[config.mk]
export PLATFORM = sky130hd
export DESIGN_NAME = seser_status
export DESIGN_NICKNAME = d
export VERILOG_FILES = /design/src/seser_pkg.sv /design/src/seser_sync.sv /design/src/seser_status.sv
export VERILOG_INCLUDE_DIRS = /design/src
export SDC_FILE = /design/constraint.sdc
export NUM_CORES = 1
export LEC_CHECK = 0
export ABC_CLOCK_PERIOD_IN_PS = 4400
export BUFFER_PORTS_ARGS = -buffer_cell sky130_fd_sc_hd__buf_4
export CORE_MARGIN = 8
export CORE_UTILIZATION = 50
export CTS_BUF_LIST = sky130_fd_sc_hd__clkbuf_16
export DETAILED_ROUTE_END_ITERATION = 8
export PLACE_DENSITY = 0.86
export SKIP_LAST_GASP = 1
export SYNTH_ARGS = -nofsm -noshare
export SYNTH_HDL_FRONTEND = slang
export SYNTH_SLANG_ARGS = --single-unit
[constraint.sdc]
create_clock -name i_clk -period 4.4 [get_ports i_clk]
set_clock_uncertainty 0.2 [all_clocks]
set_input_delay 0.88 -clock i_clk [delete_from_list [all_inputs] [get_ports i_clk]]
set_output_delay 0.88 -clock i_clk [all_outputs]
set_load 0.1 [all_outputs]
[src/seser_defs.svh]
// Offsets-free constants for the standard event status block
`ifndef SESER_DEFS_SVH
`define SESER_DEFS_SVH
`define SESER_BIT_PWR_ON 7
`define SESER_BIT_USER_REQ 6
`define SESER_BIT_PARSE_ERR 5
`define SESER_BIT_EXEC_ERR 4
`define SESER_BIT_DEV_ERR 3
`define SESER_BIT_QUERY_ERR 2
`define SESER_BIT_REQ_CTRL 1
`define SESER_BIT_OP_DONE 0
`define SESER_SUMMARY_BIT 5
`define SESER_FLAGS_RESET 8'h80
`define SESER_MASK_RESET 8'h00
`define SESER_CODE_RESET 8'h00
`define SESER_DEVERR_RESET 16'h0000
`define SESER_EXR_LOCAL 8'h15
`define SESER_EXR_PARAMS 8'h19
`define SESER_EXR_UNIMPL 8'h1A
`endif

[src/seser_pkg.sv]
// Types shared by the standard event status block
package seser_pkg;
    typedef enum logic [3:0] {
        SESER_OP_SET_MASK = 4'h0,
        SESER_OP_GET_MASK = 4'h1,
        SESER_OP_GET_FLAGS = 4'h2,
        SESER_OP_GET_EXEC = 4'h3,
        SESER_OP_GET_PARSE = 4'h4,
        SESER_OP_GET_KEY = 4'h5,
        SESER_OP_GET_DEVERR = 4'h6,
        SESER_OP_OP_DONE = 4'h7
    } seser_op_t;

    typedef struct packed {
        seser_op_t op;
        logic [7:0] value;
    } seser_cmd_t;

    typedef struct packed {
        logic parse_err;
        logic [7:0] parse_code;
        logic exec_err;
        logic [7:0] exec_code;
        logic dev_err;
        logic [15:0] dev_code;
        logic [4:0] query_err;
    } seser_evt_t;

    typedef enum logic [1:0] {
        SESER_ST_IDLE = 2'b01,
        SESER_ST_REPLY = 2'b10
    } seser_state_t;
endpackage

[src/seser_sync.sv]
// Two-flop synchroniser with rising-edge pulse for a pin input
module seser_sync (
    input wire logic i_clk,    // Device clock
    input wire logic i_nrst,   // Async reset, active low
    input wire logic i_pin,    // Asynchronous pin level
    output logic o_level,      // Synchronised level
    output logic o_rise        // One-cycle pulse on rising edge
);
    logic meta_ff;
    logic sync_ff;
    logic last_ff;

    always_ff @(posedge i_clk or negedge i_nrst)
    begin
        if (!i_nrst)
        begin
            meta_ff <= 1'b0;
            sync_ff <= 1'b0;
            last_ff <= 1'b0;
        end
        else
        begin
            meta_ff <= i_pin;
            sync_ff <= meta_ff;
            last_ff <= sync_ff;
        end
    end

    assign o_level = sync_ff;
    assign o_rise = sync_ff & ~last_ff;
endmodule

[src/seser_status.sv]
// Standard event status reporting: flags, enable mask and error code registers
//
// Contract
// - Mask 0..255 gates summary; query returns mask
// - Flags query returns bits 0..7, then clears
// - Bits 15..8 of flags read zero
// - Power-on flag set at every power-up
// - Soft key sets user flag, key recorded
// - Syntax error sets parse flag, code kept
// - Execution error sets flag, code stored
// - Hardware failure sets device error flag
// - Any query fault condition sets query flag
// - Request-control flag always reads zero
// - Operation-complete command sets its flag
// - One command at a time, strictly ordered
// - Execution code query returns, then clears
// - Execution code reads zero when clean
// - Codes 21, 25, 26 for execution faults
// - Device error code 0..65535, clear on read
`include "seser_defs.svh"

module seser_status (
    input wire logic i_clk,                     // Device clock, 25 MHz
    input wire logic i_nrst,                    // Async reset, active low
    input wire logic i_cmd_valid,               // Command offered
    input wire seser_pkg::seser_cmd_t i_cmd,    // Command opcode and value
    output logic o_cmd_ready,                   // Command accepted when high
    output logic o_rsp_valid,                   // Reply available
    output logic [15:0] o_rsp_data,             // Reply value
    input wire logic i_rsp_ready,               // Controller takes reply
    input wire seser_pkg::seser_evt_t i_evt,    // Same-clock event strobes
    input wire logic i_key_pin,                 // Soft key press pin, async
    input wire logic [7:0] i_key_code_pin,      // Key number, stable with press
    output logic o_local_mode_refused,          // Pulse: command refused locally
    input wire logic i_local_mode,              // Instrument in local state
    output logic o_event_summary,               // Summary bit of status byte
    output logic [7:0] o_status_byte            // Status byte, only summary bit owned
);
    seser_pkg::seser_state_t state_ff;
    seser_pkg::seser_state_t nxt_state;
    logic [7:0] flags_ff;
    logic [7:0] nxt_flags;
    logic [7:0] mask_ff;
    logic [7:0] exec_code_ff;
    logic [7:0] nxt_exec_code;
    logic [7:0] parse_code_ff;
    logic [7:0] nxt_parse_code;
    logic [7:0] key_ff;
    logic [15:0] dev_code_ff;
    logic [15:0] nxt_dev_code;
    logic [15:0] rsp_ff;
    logic [15:0] nxt_rsp;
    logic refused_ff;
    logic [7:0] key_meta_ff;
    logic [7:0] key_sync_ff;
    logic key_rise;
    logic local_meta_ff;
    logic local_sync_ff;

    // Same synchroniser used for the key press; code bus sampled twice too
    seser_sync u_key_sync (
        .i_clk(i_clk),
        .i_nrst(i_nrst),
        .i_pin(i_key_pin),
        .o_level(),
        .o_rise(key_rise)
    );

    function automatic logic [15:0] widen8(input logic [7:0] v);
        widen8 = {8'h00, v};
    endfunction

    wire take = i_cmd_valid & o_cmd_ready;
    wire [3:0] op = i_cmd.op;
    wire is_set_mask = take & (op == seser_pkg::SESER_OP_SET_MASK);
    wire is_get_mask = take & (op == seser_pkg::SESER_OP_GET_MASK);
    wire is_get_flags = take & (op == seser_pkg::SESER_OP_GET_FLAGS);
    wire is_get_exec = take & (op == seser_pkg::SESER_OP_GET_EXEC);
    wire is_get_parse = take & (op == seser_pkg::SESER_OP_GET_PARSE);
    wire is_get_key = take & (op == seser_pkg::SESER_OP_GET_KEY);
    wire is_get_dev = take & (op == seser_pkg::SESER_OP_GET_DEVERR);
    wire is_op_done = take & (op == seser_pkg::SESER_OP_OP_DONE);
    wire is_known = is_set_mask | is_get_mask | is_get_flags | is_get_exec
        | is_get_parse | is_get_key | is_get_dev | is_op_done;
    // Mask write is a remote setting, refused while in local state
    wire refuse_local = is_set_mask & local_sync_ff;
    wire bad_op = take & ~is_known;
    wire int_exec_err = refuse_local | bad_op;
    wire [7:0] int_exec_code = refuse_local ? `SESER_EXR_LOCAL : `SESER_EXR_UNIMPL;
    // Set-mask carries its value; a query with a nonzero value has one parameter too many
    wire extra_param = take & ~is_set_mask & is_known & (i_cmd.value != 8'h00);
    wire any_exec_err = i_evt.exec_err | int_exec_err | extra_param;

    wire [7:0] set_bits = {
        1'b0,
        key_rise,
        i_evt.parse_err,
        any_exec_err,
        i_evt.dev_err,
        |i_evt.query_err,
        1'b0,
        is_op_done
    };

    // Read-clear loses no event: set bits are OR'd after the clear
    assign nxt_flags = ((is_get_flags ? 8'h00 : flags_ff) | set_bits) & 8'hFD;

    always_comb
    begin
        nxt_exec_code = is_get_exec ? `SESER_CODE_RESET : exec_code_ff;
        if (i_evt.exec_err)
        begin
            nxt_exec_code = i_evt.exec_code;
        end
        else if (int_exec_err)
        begin
            nxt_exec_code = int_exec_code;
        end
        else if (extra_param)
        begin
            nxt_exec_code = `SESER_EXR_PARAMS;
        end
    end

    assign nxt_parse_code = i_evt.parse_err ? i_evt.parse_code : parse_code_ff;
    assign nxt_dev_code = i_evt.dev_err ? i_evt.dev_code
        : (is_get_dev ? `SESER_DEVERR_RESET : dev_code_ff);

    always_comb
    begin
        nxt_rsp = rsp_ff;
        if (is_get_mask)
        begin
            nxt_rsp = widen8(mask_ff);
        end
        else if (is_get_flags)
        begin
            nxt_rsp = widen8(flags_ff);
        end
        else if (is_get_exec)
        begin
            nxt_rsp = widen8(exec_code_ff);
        end
        else if (is_get_parse)
        begin
            nxt_rsp = widen8(parse_code_ff);
        end
        else if (is_get_key)
        begin
            nxt_rsp = widen8(key_ff);
        end
        else if (is_get_dev)
        begin
            nxt_rsp = dev_code_ff;
        end
        else if (take)
        begin
            nxt_rsp = 16'h0000;
        end
    end

    // Every command answers once; no new command until the answer is taken
    always_comb
    begin
        case (state_ff)
            seser_pkg::SESER_ST_IDLE:
            begin
                nxt_state = take ? seser_pkg::SESER_ST_REPLY : seser_pkg::SESER_ST_IDLE;
            end
            seser_pkg::SESER_ST_REPLY:
            begin
                nxt_state = i_rsp_ready ? seser_pkg::SESER_ST_IDLE : seser_pkg::SESER_ST_REPLY;
            end
            default:
            begin
                nxt_state = seser_pkg::SESER_ST_IDLE;
            end
        endcase
    end

    always_ff @(posedge i_clk or negedge i_nrst)
    begin
        if (!i_nrst)
        begin
            state_ff <= seser_pkg::SESER_ST_IDLE;
            flags_ff <= `SESER_FLAGS_RESET;
            mask_ff <= `SESER_MASK_RESET;
            exec_code_ff <= `SESER_CODE_RESET;
            parse_code_ff <= `SESER_CODE_RESET;
            key_ff <= `SESER_CODE_RESET;
            dev_code_ff <= `SESER_DEVERR_RESET;
            rsp_ff <= 16'h0000;
            refused_ff <= 1'b0;
        end
        else
        begin
            state_ff <= nxt_state;
            flags_ff <= nxt_flags;
            exec_code_ff <= nxt_exec_code;
            parse_code_ff <= nxt_parse_code;
            dev_code_ff <= nxt_dev_code;
            rsp_ff <= nxt_rsp;
            refused_ff <= refuse_local;
            if (is_set_mask & ~local_sync_ff)
            begin
                mask_ff <= i_cmd.value;
            end
            if (key_rise)
            begin
                key_ff <= key_sync_ff;
            end
        end
    end

    always_ff @(posedge i_clk or negedge i_nrst)
    begin
        if (!i_nrst)
        begin
            key_meta_ff <= 8'h00;
            key_sync_ff <= 8'h00;
            local_meta_ff <= 1'b0;
            local_sync_ff <= 1'b0;
        end
        else
        begin
            key_meta_ff <= i_key_code_pin;
            key_sync_ff <= key_meta_ff;
            local_meta_ff <= i_local_mode;
            local_sync_ff <= local_meta_ff;
        end
    end

    assign o_cmd_ready = (state_ff == seser_pkg::SESER_ST_IDLE);
    assign o_rsp_valid = (state_ff == seser_pkg::SESER_ST_REPLY);
    assign o_rsp_data = rsp_ff;
    assign o_local_mode_refused = refused_ff;
    assign o_event_summary = |(flags_ff & mask_ff);
    assign o_status_byte = {2'b00, o_event_summary, 5'b00000};
endmodule

======== After elaboration in Yosys (flattened, before gate mapping) ========
Index checks and enable logic that the tools add are counted.
operators by class
  reduce and logical (&&, ||, !) cells .... 7
  multiplexer cells ....................... 18
  equal/unequal tests ..................... 9
  bitwise logic cells ..................... 32
operators with widths
  kind                                                                   number
  16-bit two-way mux                                                     9
  8-bit two-way mux                                                      5
  1-bit bitwise AND                                                      16
  4-bit by 3-bit equality test with 1-bit output, second input constant  4
  1-bit bitwise OR                                                       10
  8-bit bitwise AND                                                      1
  4-bit by 2-bit equality test with 1-bit output, second input constant  2
  8-bit by 7-bit bitwise OR with 8-bit output                            1
  8-bit nonzero test                                                     1
  8-bit OR reduction                                                     1
  7-bit nonzero test                                                     1
  5-bit OR reduction                                                     1
  4-bit by 1-bit equality test with 1-bit output, second input constant  1
  4-bit logical NOT                                                      1
  2-bit two-way mux                                                      2
  4-bit two-way mux                                                      1
  1-bit inverter                                                         4
  2-bit one-hot mux with 2 select lines                                  1
  4-bit nonzero test                                                     1
  2-bit by 1-bit equality test with 1-bit output, second input constant  1
  2-bit equality test, second input constant                             1
  2-bit nonzero test                                                     1
storage, ports and cells
  register bits ........................... 95
  bits of input ports ..................... 66

======== Depth between registers and ports, before layout ========
Gate-level depths: netlist (run 1).
  word-level depth ........................ 16
  depth in mapped cells ................... 8
  mapped depth without buffers ............ 7

======== Hierarchy ========
From an unflattened synthesis (run 1), not the netlist that was laid out.
unflattened totals
  cell total of the unflattened synthesis .. 342
  area total of the unflattened synthesis .. 4,081.4 um^2
by module, submodules not included
  module        cells each  area each (um^2)  sequential area each (um^2)  times used
  seser_status  338         3,992.6           2,304.7                      1
  seser_sync    4           88.8              75.1                         1

======== Worst setup path after synthesis (run 1) ========
OpenSTA, ideal clock, no wires.
  kind .................................... register -> output
  from .................................... register mask_ff[7]
  to ...................................... output port o_status_byte[5]
  buffers on the path ..................... 1
  arrival time ............................ 2.038 ns
  stages on the path, launching flop included .. 4
  path slack .............................. 1.282 ns
  cell sequence ........................... dfrtp_1 a222oi_1 nand3_1 buf_4
on the way
  longest elaborated chain between the ends .. 2
ends and longest elaborated chain
  what                    RTL line             text
  start, declared         seser_status.sv:43   logic [7:0] mask_ff;
  start signal, assigned  seser_status.sv:187  mask_ff <= `SESER_MASK_RESET;
  start signal, assigned  seser_status.sv:206  mask_ff <= i_cmd.value;
  8-bit bitwise AND       seser_status.sv:237  assign o_event_summary = |(flags_ff & mask_ff);
  8-bit OR reduction      seser_status.sv:237
  end, declared           seser_status.sv:37   output logic [7:0] o_status_byte
Every way passes these cells.

======== Final worst setup path (run 1) ========
  from .................................... register state_ff[0]
  to ...................................... register rsp_ff[2], in the netlist o_rsp_data[2]
on the way
  longest elaborated chain between the ends .. 9
ends and longest elaborated chain
  what                                              RTL line             text
  start, declared                                   seser_status.sv:39   seser_pkg::seser_state_t state_ff;
  start signal, assigned                            seser_status.sv:185  state_ff <= seser_pkg::SESER_ST_IDLE;
  start signal, assigned                            seser_status.sv:197  state_ff <= nxt_state;
  2-bit by 1-bit equality test with 1-bit output *  seser_status.sv:233  assign o_cmd_ready = (state_ff == seser_pkg::SESER_ST_IDLE);
  1-bit bitwise AND *                               seser_status.sv:73   wire take = i_cmd_valid & o_cmd_ready;
  1-bit bitwise AND                                 seser_status.sv:81   wire is_get_dev = take & (op == seser_pkg::SESER_OP_GET_DEVERR);
  16-bit two-way mux                                seser_status.sv:152  else if (is_get_dev)
  16-bit two-way mux                                seser_status.sv:148  else if (is_get_key)
  16-bit two-way mux                                seser_status.sv:144  else if (is_get_parse)
  16-bit two-way mux                                seser_status.sv:140  else if (is_get_exec)
  16-bit two-way mux                                seser_status.sv:136  else if (is_get_flags)
  16-bit two-way mux                                seser_status.sv:132  if (is_get_mask)
  end signal, assigned                              seser_status.sv:202  rsp_ff <= nxt_rsp;
  end, declared                                     seser_status.sv:51   logic [15:0] rsp_ff;
Mark *: on every way between the ends. The rest lies on a longest branch, timed or not.
A chain may end at the register's enable or synchronous reset.

==> impl_metrics.json, run 1 <==
{
  "routed_wirelength_um": 9692,
  "timing.slew.headroom_pct": 31.02,
  "clock_latency_ns": 0.34,
  "fin_nets": 473,
  "drtAntennaViolNets": 0,
  "power_per_cell_area_mw_per_mm2": 580.0,
  "vias_in_the_first_global_route": 3143,
  "cap_violations": 0,
  "io-pin-count": 94,
  "asyncSetResetFlopFracSynth_pct": 100.0,
  "post-synth-top-count-cell": "sky130_fd_sc_hd__dfrtp_1",
  "antenna_found_initial": 0,
  "initial_core_util_pct": 51.40,
  "timing.hold.worst.class": "reg2reg",
  "cts_max_level": 3,
  "critPathRequiredTime_ns": 4.45,
  "globalplace.congestion": 0.8793,
  "via_count": 2968,
  "multi_input_area_mm2": 0.001419,
  "netlist.area_leader.share_pct": 58.90,
  "cts.reportedPaths.clkPinSlew_ns": 0.07,
  "count_of_distinct_cell_types_in_the_synthesized_netlist": 50,
  "syn-mean-instance-area_um2": 12.05,
  "cts.hold.buffers_added": 0,
  "vdd.ir_drop.worst_v": 0.0005615,
  "rsz_0062_raised_after_global_routing": "no",
  "final_cell_area_mm2": 0.004886,
  "post_dp_cell_area_mm2": 0.004607,
  "route.top_layer_used": "met4",
  "post-cts-setup-buffers": 0,
  "synth_warnings": 0,
  "critical_path_arrival_ns": 2.99,
  "cts_buffer_depth": 2,
  "fp.dieArea_mm2": 0.01100,
  "worst-r2r-cell-count": 5,
  "first_iter_violations": 259,
  "hold_viol": 0,
  "m1WireLength_um": 3934,
  "ctsResizeCount": 0,
  "std_cell_rows": 32,
  "yosysTopAreaCell": "sky130_fd_sc_hd__dfrtp_1",
  "port_buffers": 86,
  "fin_crit_ns": 2.936,
  "grt_overflow": 0,
  "drt-pass1-iter-count": 5,
  "synthCells": 328,
  "ff_latch_area_mm2": 0.002380,
  "postSynthRegisterBits": 95,
  "yosysSeqAreaShare_pct": 60.23,
  "status": "finished, final reports clean",
  "post_route_cells_drive_above_1_share_pct": 35.12,
  "cts_made_buffers": 9,
  "timing.fmax_ghz": 0.3406,
  "die_width_um": 104.9,
  "met3_wirelength_um": 733,
  "start_kind": "register",
  "drcViolationCount": 0,
  "largest_net_degree_at_the_start_of_global_routing": 58,
  "clock_sink_count": 95,
  "fp.dieH_um": 104.9,
  "post_synth_instance_area_mm2": 0.003951,
  "synth_top_flop_cell": "sky130_fd_sc_hd__dfrtp_1",
  "worstPathMaxFanout": 21,
  "core_region_area_mm2": 0.007687,
  "synth_enable_flop_cells": 0,
  "cts-root-buf": "sky130_fd_sc_hd__clkbuf_16",
  "synth.area.top_cells": "sky130_fd_sc_hd__dfrtp_1, sky130_fd_sc_hd__mux2_2, sky130_fd_sc_hd__nand2_1",
  "setup_viol": 0,
  "timing_worst_slew_pin_value_ns": 1.029,
  "worstSetupEndpointType": "register",
  "grt_pass1_wl_um": 16060,
  "drv_slew": 0,
  "wl_per_cell_um": 18.93,
  "layout-area-overhead-vs-synth_pct": 23.65,
  "synth.cells.most_frequent": "sky130_fd_sc_hd__dfrtp_1, sky130_fd_sc_hd__nand2_1, sky130_fd_sc_hd__mux2_2",
  "viasPerCell": 5.797,
  "layout.filler_cells": 597,
  "worst-setup-path-type": "reg2reg",
  "min_period_over_period_pct": 66.72,
  "global_route.usage.total_pct": 18.15,
  "num_antenna_cells": 0,
  "tritoncts": "done",
  "tns_ns": 0,
  "hpwl_um": 7033,
  "leakage_nw": 2.262,
  "wl_met2_um": 4725,
  "hold-path-cell-count": 0
}
-- placed cells by master, fill, tap and decap left out, types with 2 or more instances in the layout --
cell | synthesis | layout
sky130_fd_sc_hd__dfrtp_1 | 93 | 93
sky130_fd_sc_hd__buf_4 | 9 | 87
sky130_fd_sc_hd__nand2_1 | 38 | 38
sky130_fd_sc_hd__mux2_2 | 32 | 32
sky130_fd_sc_hd__o21ai_0 | 26 | 26
sky130_fd_sc_hd__a221oi_1 | 15 | 15
sky130_fd_sc_hd__nor2_1 | 11 | 11
sky130_fd_sc_hd__clkbuf_16 | 0 | 9
sky130_fd_sc_hd__a22o_1 | 8 | 8
sky130_fd_sc_hd__inv_1 | 6 | 7
sky130_fd_sc_hd__a21oi_1 | 7 | 7
sky130_fd_sc_hd__o22ai_1 | 7 | 7
sky130_fd_sc_hd__conb_1 | 1 | 7
sky130_fd_sc_hd__nand3_1 | 4 | 4
sky130_fd_sc_hd__and3_1 | 4 | 4
sky130_fd_sc_hd__inv_6 | 0 | 4
sky130_fd_sc_hd__nand2b_1 | 3 | 3
sky130_fd_sc_hd__a21o_1 | 3 | 3
sky130_fd_sc_hd__nor3_1 | 3 | 3
sky130_fd_sc_hd__a32o_1 | 3 | 3
sky130_fd_sc_hd__and2_1 | 2 | 2
sky130_fd_sc_hd__nor4_1 | 2 | 2
sky130_fd_sc_hd__or3_1 | 2 | 2
sky130_fd_sc_hd__a22oi_1 | 2 | 2
sky130_fd_sc_hd__a31oi_1 | 2 | 2
sky130_fd_sc_hd__a41o_1 | 2 | 2
sky130_fd_sc_hd__nor4b_2 | 2 | 2
sky130_fd_sc_hd__ha_1 | 2 | 2
sky130_fd_sc_hd__dfstp_2 | 2 | 2
-- path summary, 6_finish.rpt --
check                               start        endpoint  slack [ns]
max reg2reg                   state_ff[0]   o_rsp_data[2]        1.46
min                        key_meta_ff[0]  key_sync_ff[0]        0.15
min in group asynchronous          i_nrst     state_ff[1]        0.39
max                           state_ff[0]   o_rsp_data[2]        1.46
max in group asynchronous          i_nrst       key_ff[6]        2.66
min reg2reg                key_meta_ff[0]  key_sync_ff[0]        0.15
-- state kept, by name, summed over array words and instances (netlist names), 8 cells and up --
name / count
dev_code_ff: 16
o_rsp_data: 16
exec_code_ff: 8
key_ff: 8
key_meta_ff: 8
key_sync_ff: 8
mask_ff: 8
parse_code_ff: 8
-- area by class of cell --
type | instances | area share (%)
sequential | 95 | 48.71
clock inverter | 7 | 1.101
inverter | 7 | 0.5634
timing repair buffer | 87 | 13.37
tap | 102 | 2.612
clock buffer | 9 | 4.609
multi-input combinational | 205 | 29.04
-- worst max-delay path, cell delays in order, from the launching register on --
cell                       delay (ns)
sky130_fd_sc_hd__dfstp_2         0.53
sky130_fd_sc_hd__ha_1            0.26
sky130_fd_sc_hd__nand2_1         0.49
sky130_fd_sc_hd__nor3_1          0.92
sky130_fd_sc_hd__a221oi_1        0.18
sky130_fd_sc_hd__o22ai_1         0.25
-- metal layers --
metal  vias to the layer above  track usage [%]
met5                         -                0
met2                       160            28.51
met3                        26            5.405
met4                         0            7.951
met1                      1450            22.78
li1                       1332                -
-- metrics by stage --
stage	worst slack [ns]	util, %	std cells	power (mW)	hold WS [ns]
2_1_floorplan	1.282	-	334	1.852	0.1312
3_3_place_gp	1.589	59.93	496	2.079	0.1325
4_1_cts	1.500	63.56	512	2.849	0.1498
3_5_place_dp	1.390	59.93	496	2.111	0.1347
6_report	1.464	63.56	512	2.834	0.1461
5_1_grt	1.324	63.56	512	2.943	0.1590
-- power by group --
part / leakage [nW] / switching, mW / internal, mW
clock: 0.142 / 0.345 / 0.391
sequential: 1.14 / 0.0922 / 1.01
combinational: 0.978 / 0.743 / 0.257
total: 2.26 / 1.18 / 1.65
-- cell families (layout without fill, tap and decap cells) --
family | count (synthesis) | count (layout) | share of synthesized area [%]
compound gates | 83 | 83 | 14.63
xor+xnor | 1 | 1 | 0.2217
other cells | 1 | 7 | 0.09491
fa+ha+maj | 2 | 2 | 0.6332
flops | 95 | 95 | 60.23
mux | 33 | 33 | 9.373
buf+inv | 34 | 110 | 4.433
simple gates | 79 | 79 | 10.39
No activity file was read; power rests on OpenSTA's default activity.
==> run 2, diff against run 1 <==
- ABC_CLOCK_PERIOD_IN_PS: 4400 -> 3000
- clock period: 4.4 -> 3 ns (I/O delays scaled with it)
==> run 2 against run 1 <==
Net effect:
- sequential share of layout area decreased by 0.74 points
- critical path depth stayed put
- fmax is 11% higher
- utilization up 0.98 points
- clock-buffer cell count unchanged
- clock power up 63%
- hold slack got worse by 0.048 ns
- sequential power is 46% higher
- critical path type unchanged
- critical endpoint is now o_rsp_data[6]
- largest cell class unchanged
- largest power group unchanged
- highest routed layer unchanged
==> impl_metrics.json, run 2 (synthesis results as in run 1) <==
{
  "drt-pass1-iter-count": 5,
  "place_inst": 499,
  "min_period_over_period_pct": 87.95,
  "leakage_nw": 2.293,
  "clock_latency_ns": 0.33,
  "core_region_area_mm2": 0.007687,
  "fp.dieH_um": 104.9,
  "mostFrequentLayoutCells": "sky130_fd_sc_hd__dfrtp_1, sky130_fd_sc_hd__buf_4, sky130_fd_sc_hd__nand2_1, sky130_fd_sc_hd__mux2_2, sky130_fd_sc_hd__o21ai_0",
  "timing_worst_slew_pin_value_ns": 0.8711,
  "wl_met2_um": 4827,
  "via_count": 2967,
  "cts_made_buffers": 9,
  "postLayoutCoreUtil_pct": 64.53,
  "vdd.ir_drop.worst_v": 0.001361,
  "cts_buffer_depth": 2,
  "cp_slowest_cell": "sky130_fd_sc_hd__nor3_1",
  "rsz_0062_raised_after_global_routing": "no",
  "layout_commonest_cell": "sky130_fd_sc_hd__dfrtp_1",
  "std_cell_rows": 32,
  "cap_violations": 0,
  "setup_viol": 0,
  "cts.hold.buffers_added": 0,
  "start_kind": "register",
  "status": "finished, final reports clean",
  "largest_net_degree_at_the_start_of_global_routing": 50,
  "port_buffers": 86,
  "postLayoutSetupSlackWorst_ns": 0.3616,
  "ctsResizeCount": 0,
  "hpwl_um": 7106,
  "fin_crit_ns": 2.638,
  "die_width_um": 104.9,
  "post-cts-setup-buffers": 0,
  "met3_wirelength_um": 815,
  "detailedPlace.worstSlack_ns": 0.4462,
  "critical_path_arrival_ns": 2.69,
  "worstSetupEndpointType": "register",
  "worst-r2r-cell-count": 5,
  "power_per_cell_area_mw_per_mm2": 869.4,
  "drcViolationCount": 0,
  "critical_path.cell_chain": "ha_1 > nand2_1 > nor3_1 > a221oi_1 > o22ai_1",
  "io-pin-count": 94,
  "globalplace.congestion": 0.8908,
  "drv_slew": 0,
  "rrSetupSlack_ns": 0.36,
  "max_stage_delay_ns": 0.80,
  "route.top_layer_used": "met4",
  "cts-root-buf": "sky130_fd_sc_hd__clkbuf_16",
  "num_antenna_cells": 0,
  "tns_ns": 0,
  "clock_sink_count": 95,
  "fp.dieArea_mm2": 0.01100,
  "routed_wirelength_um": 9753,
  "m1WireLength_um": 3896,
  "critPathRequiredTime_ns": 3.05,
  "antenna_found_initial": 0,
  "finalHoldWorstSlack_ns": 0.09813,
  "first_iter_violations": 180,
  "grt_overflow": 0,
  "worstPathMaxFanout": 12,
  "timing.critical_path.from": "state_ff[0]",
  "initial_core_util_pct": 51.40,
  "critical_path.reg2reg.startpoint": "state_ff[0]",
  "drtAntennaViolNets": 0,
  "timing.fmax_ghz": 0.3790,
  "wl_per_cell_um": 18.94,
  "global_route.usage.total_pct": 18.22,
  "cts.reportedPaths.clkPinSlew_ns": 0.07,
  "fin_nets": 476,
  "vias_in_the_first_global_route": 3148,
  "worst-setup-path-type": "reg2reg",
  "viasPerCell": 5.761,
  "post_dp_cell_area_mm2": 0.004642,
  "reg2reg_to": "o_rsp_data[6]",
  "final_cell_area_mm2": 0.004961,
  "timing.slew.headroom_pct": 41.48,
  "tritoncts": "done",
  "final-instance-count-excl-fill": 515,
  "power.total_mw": 4.313,
  "layout-area-overhead-vs-synth_pct": 25.55,
  "post_route_cells_drive_above_1_share_pct": 35.84,
  "cts_max_level": 3,
  "grt_pass1_wl_um": 16130,
  "hold_viol": 0,
  "timing.hold.worst.class": "in2async"
}
==> run 2: cell types whose count changed in the layout (fill, tap and decap cells not counted), sizes merged <==
cell / before / now
buf: 87 / 90
inv: 12 / 8
bufinv: 0 / 2
clkinv: 2 / 3
clkinvlp: 0 / 1
==> run 2: how the worst max path moves through the flow <==
stage	cells past startpoint	slack (ns)	end
2_1_floorplan	7	0.02	dev_code_ff[12]
5_1_grt	5	0.21	o_rsp_data[7]
3_3_place_gp	6	0.62	exec_code_ff[6]
3_5_place_dp	5	0.45	o_rsp_data[6]
4_1_cts	5	0.43	o_rsp_data[6]
6_report	5	0.36	o_rsp_data[6]
==> run 2: cell type report <==
type	instances	area (um^2)
tap	102	127.6
multi-input combinational	205	1419
sequential	95	2380
fill	594	2726
clock inverter	7	93.84
clock buffer	9	225.2
timing repair buffer	90	688.2
inverter	7	27.53
==> run 2: where the power goes <==
group          switching [mW]  internal, mW  total (mW)
clock network           0.472         0.731        1.20
registers               0.136          1.48        1.61
logic                    1.11         0.392        1.50
==> run 2: critical path, delay by kind of cell, from the launching register on <==
| kind | cells | cell delay (ns) |
|---|---|---|
| adders and majority gates | 1 | 0.26 |
| and+or+nand+nor | 2 | 1.10 |
| DFF | 1 | 0.53 |
| AOI/OAI and AO/OA | 2 | 0.45 |
==> run 2: per-layer routing <==
layer  global-route usage [%]  vias up
li1                         -     1335
met1                    22.86     1442
met2                    29.64      161
met3                    4.975       29
met4                    6.422        0
met5                        0        -
==> run 3, diff against run 2 <==
- RECOVER_POWER: default -> 100
==> run 3 against run 2 <==
Net effect:
- first-iteration DRC count grew 26%
- combinational power shrank 6%
- utilization shrank 1.5 points
- critical endpoint is now mask_ff[2]
==> impl_metrics.json, run 3 (synthesis results as in run 1) <==
{
  "post-cts-setup-buffers": 0,
  "drv_slew": 0,
  "grt_pass1_wl_um": 16130,
  "layout-area-overhead-vs-synth_pct": 22.55,
  "critical_path_arrival_ns": 2.65,
  "clock_latency_ns": 0.33,
  "clock_sink_count": 95,
  "post_dp_cell_area_mm2": 0.004642,
  "timing_worst_slew_pin_value_ns": 1.216,
  "cp_top_family": "simple AND/OR/NAND/NOR gates",
  "fin_nets": 476,
  "globalplace.congestion": 0.8908,
  "cts_made_buffers": 9,
  "detailedPlace.worstSlack_ns": 0.4462,
  "core_region_area_mm2": 0.007687,
  "max_stage_delay_ns": 0.82,
  "leakage_nw": 2.191,
  "cts.hold.buffers_added": 0,
  "antenna_found_initial": 0,
  "cts-root-buf": "sky130_fd_sc_hd__clkbuf_16",
  "critical_path.cell_chain": "ha_1 > nand2_1 > nor4_2 > mux2_2",
  "timing.hold.worst.class": "reg2reg",
  "layout_commonest_cell": "sky130_fd_sc_hd__dfrtp_1",
  "die_width_um": 104.9,
  "finalHoldWorstSlack_ns": 0.1437,
  "routed_wirelength_um": 9838,
  "min_period_over_period_pct": 87.98,
  "global_route.usage.total_pct": 18.22,
  "cts_buffer_depth": 2,
  "num_antenna_cells": 0,
  "timing.fmax_ghz": 0.3789,
  "power_per_cell_area_mw_per_mm2": 872.0,
  "cts_max_level": 3,
  "tns_ns": 0,
  "drcViolationCount": 0,
  "cap_violations": 0,
  "mostFrequentLayoutCells": "sky130_fd_sc_hd__dfrtp_1, sky130_fd_sc_hd__buf_4, sky130_fd_sc_hd__nand2_1, sky130_fd_sc_hd__mux2_2, sky130_fd_sc_hd__o21ai_0",
  "cp_slowest_cell": "sky130_fd_sc_hd__nor4_2",
  "via_count": 2966,
  "postLayoutSetupSlackWorst_ns": 0.3605,
  "worst-path-buf-inv": 0,
  "hpwl_um": 7106,
  "tritoncts": "done",
  "start_kind": "register",
  "hold_viol": 0,
  "layout.filler_cells": 626,
  "initial_core_util_pct": 51.40,
  "grt_overflow": 0,
  "timing.slew.headroom_pct": 18.96,
  "cts.reportedPaths.clkPinSlew_ns": 0.07,
  "std_cell_rows": 32,
  "critPathRequiredTime_ns": 3.01,
  "final_cell_area_mm2": 0.004842,
  "drt-pass1-iter-count": 5,
  "wl_per_cell_um": 19.10,
  "worstPathMaxFanout": 12,
  "fp.dieArea_mm2": 0.01100,
  "vias_in_the_first_global_route": 3148,
  "status": "finished, final reports clean",
  "worstSetupEndpointType": "register",
  "drtAntennaViolNets": 0,
  "fp.dieH_um": 104.9,
  "post_route_cells_drive_above_1_share_pct": 29.78,
  "io-pin-count": 94,
  "fin_crit_ns": 2.640,
  "ctsResizeCount": 0,
  "vdd.ir_drop.worst_v": 0.001316,
  "first_iter_violations": 227,
  "worst-setup-path-type": "reg2reg",
  "setup_viol": 0,
  "largest_net_degree_at_the_start_of_global_routing": 50,
  "viasPerCell": 5.759,
  "rsz_0062_raised_after_global_routing": "no",
  "port_buffers": 86
}
==> run 3: changes by cell type in the layout (fill, tap and decap cells not counted), moves of 6 or more <==
cell / previous run / this run
sky130_fd_sc_hd__buf_4: 89 / 54
sky130_fd_sc_hd__clkbuf_2: 0 / 6
sky130_fd_sc_hd__clkbuf_1: 0 / 20
sky130_fd_sc_hd__clkbuf_4: 0 / 10
==> run 3: final cells by class <==
type | instances | area, um^2 | share of cell area, %
Clock buffer | 9 | 225.2 | 4.651
Clock inverter | 7 | 93.84 | 1.938
Inverter | 7 | 27.53 | 0.5685
Multi-Input combinational cell | 205 | 1403 | 28.97
Sequential cell | 95 | 2380 | 49.15
Tap cell | 102 | 127.6 | 2.636
Timing Repair Buffer | 90 | 585.6 | 12.09
==> run 3: through the flow <==
step	instances	utilization (%)	power, mW
finish	515	62.99	4.222
floorplan	334	-	2.716
global placement	499	60.38	3.070
CTS	515	64.53	4.327
global route	515	62.99	4.379
detailed placement	499	60.38	3.120
==> run 3: worst register-to-register path: stages (launching register included) <==
cell and delay [ns]:
sky130_fd_sc_hd__dfstp_1 0.53, sky130_fd_sc_hd__ha_1 0.26, sky130_fd_sc_hd__nand2_1 0.29, sky130_fd_sc_hd__nor4_2 0.83
sky130_fd_sc_hd__mux2_2 0.42
==> run 3: report_power, final <==
part           total, mW  internal [mW]  switching, mW
Clock               1.20          0.731          0.473
Sequential          1.61           1.47          0.134
Combinational       1.41          0.307           1.10
Total               4.22           2.51           1.71
==> run 3: routing by layer <==
metal | GRT usage [%] | share of wire [%]
met1 | 22.86 | 41
met3 | 4.975 | 8.1
met5 | 0 | 0
met2 | 29.64 | 49
met4 | 6.422 | 1.9
==> run 3: final timing paths <==
check                                    start              end  slack [ns]  cells after the start
worst max-delay path               state_ff[0]       mask_ff[2]        0.36                      4
worst min-delay path            key_meta_ff[7]   key_sync_ff[7]        0.14                      0
worst max register to register     state_ff[0]       mask_ff[2]        0.36                      4
worst min register to register  key_meta_ff[7]   key_sync_ff[7]        0.14                      0
max in group asynchronous               i_nrst   key_meta_ff[6]        0.56                      2
min in group asynchronous               i_nrst  exec_code_ff[3]        0.32                      1
